==> config.mk <==
export PLATFORM = sky130hd
export DESIGN_NAME = bio_ports
export DESIGN_NICKNAME = d
export VERILOG_FILES = /design/src/bio_port_pkg.sv /design/src/bio_ports.sv
export VERILOG_INCLUDE_DIRS = /design/src
export SDC_FILE = /design/constraint.sdc
export NUM_CORES = 1
export LEC_CHECK = 0
export BUFFER_PORTS_ARGS = -buffer_cell sky130_fd_sc_hd__buf_2
export CAP_MARGIN = 20
export CELL_PAD_IN_SITES_DETAIL_PLACEMENT = 1
export CELL_PAD_IN_SITES_GLOBAL_PLACEMENT = 1
export CORE_MARGIN = 2
export CORE_UTILIZATION = 41
export CTS_BUF_LIST = sky130_fd_sc_hd__clkbuf_4
export CTS_CLUSTER_SIZE = 16
export DETAILED_ROUTE_END_ITERATION = 6
export PLACE_DENSITY = 0.81
export SETUP_SLACK_MARGIN = 0.05
export SKIP_CTS_REPAIR_TIMING = 1
export SYNTH_ARGS = -nofsm -noshare
export SYNTH_HDL_FRONTEND = slang
export SYNTH_SLANG_ARGS = --single-unit
==> constraint.sdc <==
create_clock -name sys_clk_in -period 1.8 [get_ports sys_clk_in]
set_clock_uncertainty 0.2 [all_clocks]
set_input_delay 0.27 -clock sys_clk_in [delete_from_list [all_inputs] [get_ports sys_clk_in]]
set_output_delay 0.27 -clock sys_clk_in [all_outputs]
set_load 0.02 [all_outputs]
==> src/bio_port_regs.svh <==
// Register offsets, reset values and field layout of the I/O port block.
`ifndef BIO_PORT_REGS_SVH
`define BIO_PORT_REGS_SVH
// ************************************************************
// File addresses
// ************************************************************
`define BIO_NARROW_PORT_ADDR 5'h05
`define BIO_WIDE_ONE_ADDR 5'h06
`define BIO_WIDE_TWO_ADDR 5'h07
// ************************************************************
// Fields and reset values
// ************************************************************
`define BIO_NARROW_PORT_MSB 3
`define BIO_NARROW_PORT_WIDTH 4
`define BIO_DIRECTION_RESET 8'hff
`define BIO_NARROW_UNUSED_READ 4'h0
`endif

==> src/bio_port_pkg.sv <==
// Types shared by the I/O port block.
package bio_port_pkg;
  typedef logic [7:0] bio_byte_t;
  typedef logic [4:0] bio_addr_t;
  typedef logic [3:0] bio_nib_t;
endpackage

==> src/bio_ports.sv <==
// Three general-purpose I/O ports with write-only direction registers.
`timescale 1ns/1ps
`include "bio_port_regs.svh"
// ************************************************************
// Port block
// ************************************************************
module bio_ports #(
  parameter bit WIDE_TWO_IS_PORT = 1'b1
) (
  input  wire logic                    sys_clk_in,
  input  wire logic                    sys_rst_in,
  input  wire bio_port_pkg::bio_addr_t file_addr_in,
  input  wire logic                    file_rd_in,
  input  wire logic                    file_wr_in,
  input  wire bio_port_pkg::bio_byte_t file_wdata_in,
  input  wire logic                    direction_load_op_in,
  input  wire bio_port_pkg::bio_addr_t direction_sel_in,
  input  wire bio_port_pkg::bio_byte_t accum_in,
  output logic                         file_hit_out,
  output bio_port_pkg::bio_byte_t      file_rdata_out,
  input  wire bio_port_pkg::bio_nib_t  narrow_port_pins_in,
  output bio_port_pkg::bio_nib_t       narrow_port_pins_out,
  output bio_port_pkg::bio_nib_t       narrow_port_pins_oe_out,
  input  wire bio_port_pkg::bio_byte_t wide_one_pin_bit_in,
  output bio_port_pkg::bio_byte_t      wide_one_pin_bit_out,
  output bio_port_pkg::bio_byte_t      wide_one_pin_bit_oe_out,
  input  wire bio_port_pkg::bio_byte_t wide_two_pin_bit_in,
  output bio_port_pkg::bio_byte_t      wide_two_pin_bit_out,
  output bio_port_pkg::bio_byte_t      wide_two_pin_bit_oe_out
);
  import bio_port_pkg::*;

  // ************************************************************
  // Pin synchronisers
  // ************************************************************
  // Two stages before any read; reads therefore see the pins two clocks late.
  bio_nib_t  narrow_meta_reg;
  bio_nib_t  narrow_sync_reg;
  bio_byte_t wide_one_meta_reg;
  bio_byte_t wide_one_sync_reg;
  bio_byte_t wide_two_meta_reg;
  bio_byte_t wide_two_sync_reg;

  always_ff @(posedge sys_clk_in) begin
    narrow_meta_reg   <= narrow_port_pins_in;
    narrow_sync_reg   <= narrow_meta_reg;
    wide_one_meta_reg <= wide_one_pin_bit_in;
    wide_one_sync_reg <= wide_one_meta_reg;
    wide_two_meta_reg <= wide_two_pin_bit_in;
    wide_two_sync_reg <= wide_two_meta_reg;
  end

  // ************************************************************
  // Data latches and direction registers
  // ************************************************************
  bio_nib_t  narrow_latch_reg;
  bio_nib_t  narrow_latch_next;
  bio_byte_t wide_one_latch_reg;
  bio_byte_t wide_one_latch_next;
  bio_byte_t wide_two_latch_reg;
  bio_byte_t wide_two_latch_next;
  bio_byte_t narrow_port_direction_reg;
  bio_byte_t narrow_port_direction_next;
  bio_byte_t wide_one_direction_reg;
  bio_byte_t wide_one_direction_next;
  bio_byte_t wide_two_direction_reg;
  bio_byte_t wide_two_direction_next;
  bio_byte_t rdata_next;
  logic      hit_next;
  bio_nib_t  narrow_pins_next;
  bio_nib_t  narrow_oe_next;
  bio_byte_t narrow_enable;
  bio_byte_t wide_one_pins_next;
  bio_byte_t wide_one_oe_next;
  bio_byte_t wide_two_pins_next;
  bio_byte_t wide_two_oe_next;

  function automatic logic addr_is(input bio_addr_t a, input bio_addr_t b);
    addr_is = (a == b);
  endfunction

  // A one in a direction bit leaves that pin undriven.
  function automatic bio_byte_t drive_enable(input bio_byte_t dir);
    drive_enable = ~dir;
  endfunction

  always_comb begin
    narrow_latch_next   = narrow_latch_reg;
    wide_one_latch_next = wide_one_latch_reg;
    wide_two_latch_next = wide_two_latch_reg;
    if (file_wr_in) begin
      // Every bit is written even for input pins, so it shows later.
      if (addr_is(file_addr_in, `BIO_NARROW_PORT_ADDR)) begin
        narrow_latch_next =
          file_wdata_in[`BIO_NARROW_PORT_MSB:0];
      end
      if (addr_is(file_addr_in, `BIO_WIDE_ONE_ADDR)) begin
        wide_one_latch_next = file_wdata_in;
      end
      if (addr_is(file_addr_in, `BIO_WIDE_TWO_ADDR)) begin
        wide_two_latch_next = file_wdata_in;
      end
    end
  end

  always_comb begin
    narrow_port_direction_next = narrow_port_direction_reg;
    wide_one_direction_next    = wide_one_direction_reg;
    wide_two_direction_next    = wide_two_direction_reg;
    if (sys_rst_in) begin
      narrow_port_direction_next = `BIO_DIRECTION_RESET;
      wide_one_direction_next    = `BIO_DIRECTION_RESET;
      wide_two_direction_next    = `BIO_DIRECTION_RESET;
    end else if (direction_load_op_in) begin
      // Whole accumulator copied; each bit governs at most one pin.
      if (addr_is(direction_sel_in, `BIO_NARROW_PORT_ADDR)) begin
        narrow_port_direction_next = accum_in;
      end
      if (addr_is(direction_sel_in, `BIO_WIDE_ONE_ADDR)) begin
        wide_one_direction_next = accum_in;
      end
      if (addr_is(direction_sel_in, `BIO_WIDE_TWO_ADDR)) begin
        wide_two_direction_next = accum_in;
      end
    end
  end

  // Latches take no reset so master-clear and watchdog leave them alone.
  always_ff @(posedge sys_clk_in) begin
    narrow_latch_reg   <= narrow_latch_next;
    wide_one_latch_reg <= wide_one_latch_next;
    wide_two_latch_reg <= wide_two_latch_next;
  end

  always_ff @(posedge sys_clk_in) begin
    narrow_port_direction_reg <= narrow_port_direction_next;
    wide_one_direction_reg    <= wide_one_direction_next;
    wide_two_direction_reg    <= wide_two_direction_next;
  end

  // ************************************************************
  // Read path
  // ************************************************************
  // Direction registers have no read decode at all.
  always_comb begin
    rdata_next = 8'h00;
    hit_next   = 1'b0;
    if (file_rd_in && !sys_rst_in) begin
      case (file_addr_in)
        `BIO_NARROW_PORT_ADDR: begin
          rdata_next = {`BIO_NARROW_UNUSED_READ, narrow_sync_reg};
          hit_next   = 1'b1;
        end
        `BIO_WIDE_ONE_ADDR: begin
          rdata_next = wide_one_sync_reg;
          hit_next   = 1'b1;
        end
        `BIO_WIDE_TWO_ADDR: begin
          // Storage variant has no pins, so its latch is what reads back.
          rdata_next = WIDE_TWO_IS_PORT ? wide_two_sync_reg
                                        : wide_two_latch_reg;
          hit_next   = 1'b1;
        end
        default: begin
          rdata_next = 8'h00;
          hit_next   = 1'b0;
        end
      endcase
    end
  end

  // Reset is folded into the next values, so this stage only copies.
  always_ff @(posedge sys_clk_in) begin
    file_rdata_out <= rdata_next;
    file_hit_out   <= hit_next;
  end

  // ************************************************************
  // Pin drivers
  // ************************************************************
  // Enables come from the next-state so drivers drop in the reset cycle.
  always_comb begin
    narrow_pins_next   = narrow_latch_next;
    narrow_enable      = drive_enable(narrow_port_direction_next);
    narrow_oe_next     = narrow_enable[`BIO_NARROW_PORT_MSB:0];
    wide_one_pins_next = wide_one_latch_next;
    wide_one_oe_next   = drive_enable(wide_one_direction_next);
    wide_two_pins_next = wide_two_latch_next;
    wide_two_oe_next   = 8'h00;
    if (WIDE_TWO_IS_PORT) begin
      wide_two_oe_next = drive_enable(wide_two_direction_next);
    end
  end

  always_ff @(posedge sys_clk_in) begin
    narrow_port_pins_out    <= narrow_pins_next;
    narrow_port_pins_oe_out <= narrow_oe_next;
    wide_one_pin_bit_out    <= wide_one_pins_next;
    wide_one_pin_bit_oe_out <= wide_one_oe_next;
    wide_two_pin_bit_out    <= wide_two_pins_next;
    wide_two_pin_bit_oe_out <= wide_two_oe_next;
  end
endmodule

Yosys cells after proc, flatten, opt, wreduce, memory -nomap -nowiden
Index checks and enable logic that the tools add are counted.

Eq/ne operators: 6. Mux-type cells: 11. Bitwise operators: 3. Reductions and logical operators: 6.

Operators by type and width (count): 8-bit 2-to-1 mux (9); 5-bit by 3-bit equality test with 1-bit output, second input constant (6); 8-bit case mux with 3 select lines (1); 8-bit NOT (2); 2-bit AND reduction (3); 4-bit NOT (1); 3-bit OR reduction (1); 1-bit logical AND (1); 1-bit logical NOT (1); 1-bit 2-to-1 mux (1).

Bits in registers: 113. Bits of input ports: 51. Output and inout port bits: 49. Word-level logic and storage cells: 43.

Longest topological paths before layout
Gate-level depths: netlist of the first run.

Depth in word-level cells: 5. Depth in mapped cells: 5. Gate-level depth less buffers: 3.

Worst setup path before layout of the first run
Ideal clock, no wire load.

Path kind: input -> register. Start: input file_addr_in[0]. End: register wide_two_pin_bit_out[0] (enable). Library setup time: 0.370 ns. Arrival time: 1.133 ns. Required time: 1.230 ns. Setup slack: 0.096 ns. Cell stages on the path: 3. Path buffers: 1. Cell sequence: clkbuf_1 > nand3_1 > nor2_1.

Longest elaborated chain between the ends: 2.

RTL lines: start, declared (line bio_ports.sv:12) `input wire bio_port_pkg::bio_addr_t file_addr_in,`; 5-bit by 3-bit equality test with 1-bit output (line bio_ports.sv:79) `addr_is = (a == b);`; 2-bit AND reduction (no line); end signal, assigned (line bio_ports.sv:200) `wide_two_pin_bit_out <= wide_two_pins_next;`; end, declared (line bio_ports.sv:28) `output bio_port_pkg::bio_byte_t wide_two_pin_bit_out,`.

Every way passes these cells. A chain may end at the register's enable or synchronous reset.

Final worst setup path of the first run
Start: register wide_one_pin_bit_out[3]. End: output wide_one_pin_bit_out[3].

RTL lines: start, declared (line bio_ports.sv:25) `output bio_port_pkg::bio_byte_t wide_one_pin_bit_out,`; start signal, assigned (line bio_ports.sv:198) `wide_one_pin_bit_out <= wide_one_pins_next;`.

No word-level cell between the ends.

==> flow_summary_export.csv, run 1 <==
group,metric,value,unit
synth,synthDistinctLibCells,24,
critical_path,worstSetupStartpoint,"wide_one_pin_bit_out[3]",
global_route,grt_use_total,0.1507,
critical_path,critical_path_required,1.33,ns
critical_path,worst-path-buf-inv,1,
clock_tree,cts_root_buf,"clkbuf_4",
floorplan,num_rows,32,
floorplan,die_w,92.22,um
drt,postRouteAntennaNets,0,
floorplan,pin_count,100,
critical_path,critPathLaunchType,"flop",
floorplan,core_region_area,7647,um2
place,port_buffers,99,
timing,hold_viol_final,0,
flow_run,drv_cap,0,
cells_and_area,nets,417,
clock_tree,clk-insertion-delay-late,0.44,ns
global_route,grt_max_degree,24,
synth,synth_cells,222,
global_route,met3_usage,0.03944,
global_route,grt_pass1_wl,9853,um
cells_and_area,final_cell_mix,"99 x buf_2, 89 x dfxtp_1, 37 x dlygate4sd3_1",
timing,fin_ws,0.3170,ns
place,gp_congestion,0.6904,
pwr,ir_drop,424.4,uV
timing,finalMaxSlewViolations,0,
drt,firstDrtPassIters,4,
drt,drtIter0Drc,55,
clock_tree,cts_tree,"built",
critical_path,crit_type,"reg2out",
synth,synth_warnings,0,
critical_path,cpPeakStageDelay,0.40,ns
critical_path,worst_path_dominant_cell_family,"flip-flops",
clock_tree,cts_max_path_buffers,2,
outcome,status,"finished, final reports clean",
global_route,busiest_layer,"met2",
synth,synth_nets,273,
global_route,antenna_found_initial,0,
clock_tree,cts_made_buffers,9,
cells_and_area,drive_gt1_frac,0.3531,
critical_path,reg2reg_from,"wide_two_sync_reg[2]",
critical_path,crit_chain,"buf_2",
synth,ys_seq_elements,109,
clock_tree,htree_levels,3,
drt,route.detailed.drc,0,
global_route,gr-total-overflow,0,
global_route,met1_usage,0.1678,
cells_and_area,final.fill_count,803,
synth,syn_area_per_cell,14.37,um2
critical_path,slowest_stage,"edfxtp_1",
timing,max_freq,0.6743,GHz
synth,syn_area,3191,um2
place,dp_cells,420,
timing,setup_total_negative_slack,0,ns
global_route,met2_usage,0.2721,
clock_tree,clk_pin_slew,0.17,ns
place,place_ws,0.04780,ns
drt,avgViaCountPerCell,4.793,
cells_and_area,seq_area,2382,um2
drt,wl,6828,um
critical_path,critical_path_arrival,1.01,ns
cells_and_area,antenna_cells,0,
timing,rsz0062_at_grt,"no",
timing,tightest_slew,0.3974,ns
drt,wire_per_inst,14.44,um
floorplan,start_util,0.4172,
pwr,pwr_density_cell,911.7,nW/um2
cells_and_area,areaGrowthSynthToFinish,35.76,%
floorplan,die-area,8504,um2
clock_tree,cts.sinks,109,
cells_and_area,layout_commonest_cell,"buf_2",
synth,ys_seq_area_frac,0.7467,
critical_path,cp-end-kind,"primary output",
critical_path,crit_fanout,1,
hold_path,min-delay-start,"file_addr_in[1]",
floorplan,fp.dieH,92.22,um
cells_and_area,stdcell_count,473,
pwr,p_leak,1.859,nW
timing,fin_crit_sh,0.8239,
global_route,grt_pass1_vias,2129,
place,dpl.hpwl,4596,um
hold_path,hold_path.class,"in2reg",
drt,vias,2267,
timing,fin_crit,1.483,ns
cells_and_area,multi_input_area,726.9,um2
timing,setup-violations-final,0,
timing,slew_headroom,0.7351,
## synthesized netlist by cell type
cell type  number  area [um2]
inv_1           1       3.750
a22oi_1         4       30.03
clkbuf_1        6       22.52
a211o_1        20       175.2
nand3_1         1       5.000
edfxtp_1       20       600.6
nand3b_1        1       7.510
and3_1          7       43.79
nor2_1         12       45.04
nor2b_1         3       18.77
and2_1          4       25.02
nand2_1         1       3.750
a211oi_1       20       150.1
nor3b_1         1       7.510
buf_6           2       22.52
mux2i_1         4       40.04
a21boi_1        3       22.52
and4bb_4        1       16.27
mux2_2          4       45.04
a21boi_0       11       82.58
dfxtp_1        89        1782
nand4b_1        1       8.760
buf_2           5       25.02
buf_4           1       7.510
## worst register-to-register path: stages (launching register included)
cell and delay (ns):
dfxtp_1 0.33, mux2_2 0.25, a22oi_1 0.14, nor2_1 0.07
## path summary, 6_finish.rpt
kind | to | slack (ns) | depth (start not counted)
setup / recovery | wide_one_pin_bit_out[3] | 0.32 | 1
hold / removal | file_hit_out | 0.06 | 4
setup reg to reg | file_rdata_out[2] | 0.71 | 3
hold reg to reg | wide_two_sync_reg[7] | 0.14 | 0
## where the power goes
| group | internal (mW) | switching [mW] |
|---|---|---|
| Combinational | 0.144 | 0.119 |
| Sequential | 2.55 | 0.0159 |
| Clock | 0.329 | 0.792 |
| Total | 3.02 | 0.926 |
## metrics by stage
stage	hold WS, ns	instance area (um2)	power (mW)	utilization
2_1_floorplan	0.09772	3191	2.704	-
3_3_place_gp	0.1129	3831	2.809	0.5010
3_5_place_dp	0.1135	3831	2.819	0.5010
4_1_cts	-0.3177	3961	3.929	0.5180
5_1_grt	0.05926	4332	4.127	0.5664
6_report	0.05998	4332	3.949	0.5664
## kinds of logic (layout without fill, tap and decap cells)
| family | after synthesis | after routing | synth area share |
|---|---|---|---|
| AOI/OAI and AO/OA | 58 | 58 | 0.1443 |
| buffers and inverters | 15 | 164 | 0.02549 |
| DFF | 109 | 109 | 0.7467 |
| muxes | 8 | 8 | 0.02667 |
| and+or+nand+nor | 32 | 32 | 0.05686 |
## cell type report
| class | instances | area share |
|---|---|---|
| Timing Repair Buffer | 147 | 0.2218 |
| Tap cell | 102 | 0.02946 |
| Clock buffer | 10 | 0.01733 |
| Multi-Input combinational cell | 98 | 0.1678 |
| Sequential cell | 109 | 0.5500 |
| Inverter | 1 | 0.0008666 |
| Clock inverter | 6 | 0.01271 |
## routing by layer
layer / vias to the layer above / wire (um)
met4: 0 / 142
met1: 1080 / 2791
met5: - / 0
met2: 79 / 3527
li1: 1094 / -
met3: 14 / 366
Note: power is estimated with default switching activity, not from simulation.
==> inputs of run 2 (changes only) <==
- clock period: 1.8 -> 1.4 ns (I/O delays scaled with it)
==> run 2 against run 1 <==
The flow now finishes with violations (negative setup slack). Highest routed layer unchanged. Global-route usage is 1.2 points higher. First-iteration DRC count is 36% higher. Cell area is 8.4% higher. Sequential cell count stayed put. Wire length is 17% higher. Final cell count is 0.63% higher.
==> flow_summary_export.csv, run 2 (synthesized netlist as in run 1, its figures left out) <==
group,metric,value,unit
outcome,status,"finished, violations left",
outcome,violations,"negative setup slack",
cells_and_area,areaGrowthSynthToFinish,47.18,%
clock_tree,clk-insertion-delay-late,0.45,ns
global_route,grt_use_total,0.1626,
critical_path,worst-path-buf-inv,1,
floorplan,num_rows,32,
drt,vias,2307,
critical_path,critical_path_required,0.99,ns
drt,wl,8010,um
pwr,p_sw,1.230,mW
drt,postRouteAntennaNets,0,
pwr,comb_power_share,0.074,
cells_and_area,nets,420,
critical_path,cpPeakStageDelay,0.41,ns
timing,max_freq,0.6929,GHz
critical_path,worst_path_dominant_cell_family,"flip-flops",
drt,firstDrtPassIters,4,
floorplan,die_w,92.22,um
drt,route.detailed.drc,0,
floorplan,pin_count,100,
timing,hold_viol_final,0,
clock_tree,cts_root_buf,"clkbuf_4",
place,port_buffers,99,
drt,drtIter0Drc,75,
global_route,grt_pass1_wl,10520,um
cells_and_area,final_cell_mix,"60 x buf_2, 60 x dfxtp_1, 39 x dlygate4sd3_1, 39 x buf_6, 29 x dfxtp_2",
timing,slew_headroom,0.7886,
pwr,pwr_density_cell,1095,nW/um2
floorplan,die-area,8504,um2
clock_tree,clk_pin_slew,0.18,ns
pwr,p_seq_frac,0.643,
timing,fin_crit_sh,1.031,
floorplan,start_util,0.4172,
timing,finalMaxSlewViolations,0,
floorplan,core_region_area,7647,um2
pwr,power,5.143,mW
clock_tree,htree_levels,3,
timing,setup_total_negative_slack,-0.2546,ns
timing,tightest_slew,0.3142,ns
pwr,p_leak,1.936,nW
cells_and_area,drive_gt1_frac,0.4465,
global_route,grt_max_degree,41,
critical_path,cp-end-kind,"primary output",
hold_path,hold_path.class,"in2reg",
critical_path,critPathLaunchType,"flop",
timing,fin_ws,-0.04315,ns
timing,rsz0062_at_grt,"yes",
timing,fin_crit,1.443,ns
timing,setup-violations-final,16,
floorplan,fp.dieH,92.22,um
drt,wire_per_inst,16.83,um
flow_run,drv_cap,0,
clock_tree,cts.sinks,109,
pwr,switching_share,0.2391,
drt,avgViaCountPerCell,4.847,
global_route,antenna_found_initial,0,
clock_tree,cts_tree,"built",
cells_and_area,antenna_cells,0,
critical_path,critical_path_arrival,1.03,ns
critical_path,crit_type,"reg2out",
global_route,gr-total-overflow,0,
clock_tree,cts_max_path_buffers,2,
pwr,clock_power_share,0.283,
critical_path,slowest_stage,"edfxtp_1",
global_route,grt_pass1_vias,2210,
critical_path,crit_chain,"buf_2",
cells_and_area,utilization,0.6140,
critical_path,crit_fanout,1,
place,dpl.hpwl,4901,um
place,gp_congestion,0.7570,
pwr,ir_drop,527.2,uV
pwr,p_int,3.913,mW
clock_tree,cts_made_buffers,9,
-- run 2: changes by cell type in the layout (fill, tap and decap cells not counted), moves of 2 or more --
cell and delta:
buf_2 -39, dfxtp_1 -29, inv_6 -2, buf_6 +39
dlygate4sd3_1 +2, nor2_1 -2, buf_12 +2, dfxtp_2 +29
-- run 2: area by class of cell --
class | instances | area (um2)
fill | 765 | 2952
sequential | 109 | 2419
timing repair buffer | 150 | 1257
multi-input combinational | 98 | 757.0
tap | 102 | 127.6
clock buffer | 10 | 75.07
clock inverter | 6 | 56.30
inverter | 1 | 3.754
-- run 2: path summary, 6_finish.rpt --
| check | startpoint | end | slack [ns] | cells past startpoint |
|---|---|---|---|---|
| worst max-delay path | wide_one_pin_bit_out[3] | wide_one_pin_bit_out[3] | -0.04 | 1 |
| worst min-delay path | file_wr_in | wide_one_pin_bit_out[3] | 0.04 | 2 |
| worst max register to register | wide_two_sync_reg[2] | file_rdata_out[2] | 0.30 | 3 |
| worst min register to register | wide_one_meta_reg[4] | wide_one_sync_reg[4] | 0.12 | 0 |
-- run 2: power by group through the flow --
stage               Sequential, mW  Clock [mW]  Combinational [mW]
finish                        3.30        1.46               0.380
global route                  3.31        1.65               0.412
CTS                           3.30        1.50               0.276
detailed placement            3.37           0               0.274
global placement              3.36           0               0.261
floorplan                     3.38           0               0.102
-- run 2: routing by layer --
metal  vias to the layer above  wire length [um]  global-route usage
met5                         -                 0                   0
li1                       1104                 -                   -
met4                         0               114             0.04851
met2                        81              4371              0.2966
met1                      1109              3125              0.1841
met3                        13               399             0.04601
-- run 2: stage by stage --
step / area (um2) / hold WS [ns] / cells / setup WS [ns]
global placement: 3894 / 0.1116 / 421 / -0.1078
finish: 4696 / 0.04231 / 476 / -0.04315
floorplan: 3231 / 0.03772 / 222 / 0.03055
CTS: 4025 / -0.3780 / 437 / -0.06558
detailed placement: 3894 / 0.1132 / 421 / -0.1750
global route: 4696 / 0.006512 / 476 / -0.1070
==> inputs of run 3 (changes only) <==
- CORE_UTILIZATION: 41 -> 39
- CTS_BUF_LIST: sky130_fd_sc_hd__clkbuf_4 -> sky130_fd_sc_hd__clkbuf_16
- PLACE_DENSITY: 0.81 -> 0.78
==> run 3 against run 2 <==
The flow now finishes without violations. Register-to-register slack is essentially flat. Critical path depth did not move. Hold slack improved by 0.020 ns. Sequential cell count unchanged. Via count shrank 0.82%. Combinational power is 6.6% lower. Core utilization is 3.6 points lower.
==> flow_summary_export.csv, run 3 (synthesized netlist as in run 1, its figures left out) <==
group,metric,value,unit
global_route,antenna_found_initial,0,
floorplan,pin_count,100,
drt,route.detailed.drc,0,
pwr,pwr_density_cell,1332,nW/um2
place,place_ws,-0.1915,ns
cells_and_area,final_cell_mix,"99 x buf_2, 89 x dfxtp_1, 36 x dlygate4sd3_1",
critical_path,critPathLaunchType,"flop",
pwr,comb_power_share,0.059,
timing,slew_headroom,0.7777,
timing,fin_hold_ws,0.06273,ns
critical_path,worst-path-buf-inv,1,
critical_path,r2r_end,"file_rdata_out[0]",
critical_path,critical_path_arrival,0.94,ns
floorplan,start_util,0.4087,
critical_path,critical_path_required,0.99,ns
clock_tree,cts_max_path_buffers,2,
critical_path,rr_worst_depth,3,
clock_tree,clk-insertion-delay-late,0.34,ns
critical_path,rrSetupSlack,0.30,ns
floorplan,die_w,94.45,um
cells_and_area,nets,416,
global_route,grt_pass1_wl,10430,um
pwr,clock_power_share,0.392,
clock_tree,cts.sinks,109,
clock_tree,cts_root_buf,"clkbuf_16",
pwr,p_int,4.687,mW
place,dp_cells,420,
floorplan,fp.dieH,94.45,um
timing,setup_total_negative_slack,0,ns
global_route,grt_max_degree,41,
floorplan,core_region_area,7807,um2
critical_path,crit_type,"reg2out",
cells_and_area,layout_commonest_cell,"buf_2",
place,dpl.hpwl,4721,um
critical_path,crit_chain,"buf_2",
timing,tightest_slew,0.3335,ns
global_route,gr-total-overflow,0,
place,port_buffers,99,
global_route,grt_use_total,0.1548,
outcome,status,"finished, final reports clean",
hold_path,hold_path.class,"in2reg",
floorplan,die-area,8921,um2
critical_path,crit_fanout,1,
drt,drtIter0Drc,45,
clock_tree,cts_made_buffers,9,
global_route,grt_pass1_vias,2157,
clock_tree,htree_levels,3,
drt,wl,7826,um
cells_and_area,stdcell_count,472,
critical_path,worstSetupStartpoint,"narrow_port_pins_out[3]",
critical_path,reg2reg_from,"narrow_sync_reg[0]",
drt,avgViaCountPerCell,4.847,
critical_path,slowest_stage,"edfxtp_1",
critical_path,cpPeakStageDelay,0.42,ns
timing,fin_ws,0.04877,ns
timing,hold_viol_final,0,
drt,firstDrtPassIters,4,
clock_tree,clk_pin_slew,0.07,ns
timing,finalMaxSlewViolations,0,
drt,postRouteAntennaNets,0,
timing,max_freq,0.7401,GHz
critical_path,worst_path_dominant_cell_family,"flip-flops",
place,gp_congestion,0.7087,
cells_and_area,drive_gt1_frac,0.3676,
clock_tree,cts_tree,"built",
pwr,ir_drop,720.3,uV
pwr,p_leak,1.932,nW
critical_path,cp-endpoint,"narrow_port_pins_out[3]",
pwr,p_sw,1.321,mW
cells_and_area,antenna_cells,0,
timing,fin_crit_sh,0.9652,
floorplan,num_rows,32,
critical_path,cp-end-kind,"primary output",
cells_and_area,areaGrowthSynthToFinish,41.37,%
drt,vias,2288,
cells_and_area,utilization,0.5777,
timing,fin_crit,1.351,ns
drt,wire_per_inst,16.58,um
timing,setup-violations-final,0,
pwr,switching_share,0.2198,
timing,rsz0062_at_grt,"no",
pwr,p_seq_frac,0.549,
critical_path,critical_path_depth,1,
flow_run,drv_cap,0,
==> run 3: changes by cell type in the layout (fill, tap and decap cells not counted), sizes merged <==
cell and change:
clkbuf -1, buf -1, clkinvlp -1, inv +2, dlygate4sd3 -3
==> run 3: power groups by stage <==
| stage | clock, mW | sequential [mW] | combinational, mW |
|---|---|---|---|
| finish | 2.36 | 3.30 | 0.355 |
| global route | 2.53 | 3.30 | 0.386 |
| CTS | 2.41 | 3.30 | 0.272 |
| detailed placement | 0 | 3.37 | 0.268 |
| global placement | 0 | 3.36 | 0.258 |
| floorplan | 0 | 3.38 | 0.102 |
==> run 3: worst min-delay path by stage <==
stage,start,to,slack (ns),cells after the start
floorplan,narrow_port_pins_in[0],narrow_meta_reg[0],0.04,0
global route,file_rd_in,file_rdata_out[4],0.09,3
detailed placement,wide_one_meta_reg[4],wide_one_sync_reg[4],0.11,0
global placement,wide_two_meta_reg[7],wide_two_sync_reg[7],0.11,0
finish,file_rd_in,file_rdata_out[4],0.06,3
CTS,wide_two_pin_bit_in[6],wide_two_meta_reg[6],-0.24,1
==> run 3: layout make-up <==
cell class                      instances  area (um2)
Tap cell                              102       127.6
Inverter                                1       3.754
Sequential cell                       109        2382
Fill cell                             808        3297
Timing Repair Buffer                  146       963.4
Clock buffer                            9       225.2
Multi-Input combinational cell         98       757.0
Clock inverter                          7       51.30
==> run 3: metal layers <==
layer  global-route usage  share of wire
met5                    0              0
met1               0.1806           0.40
met4              0.07609          0.021
met2               0.2649           0.53
met3              0.03990          0.056
==> run 3: tightest hold or removal path, delay by kind of cell <==
family / cells / cell delay [ns]
buf+inv: 1 / 0.10
simple gates: 2 / 0.24
==> run 3: metrics by stage <==
step | instance area, um2 | total power [mW]
5_1_grt | 4511 | 6.220
3_3_place_gp | 3874 | 3.621
3_5_place_dp | 3874 | 3.634
2_1_floorplan | 3231 | 3.483
4_1_cts | 4150 | 5.975
6_report | 4511 | 6.008
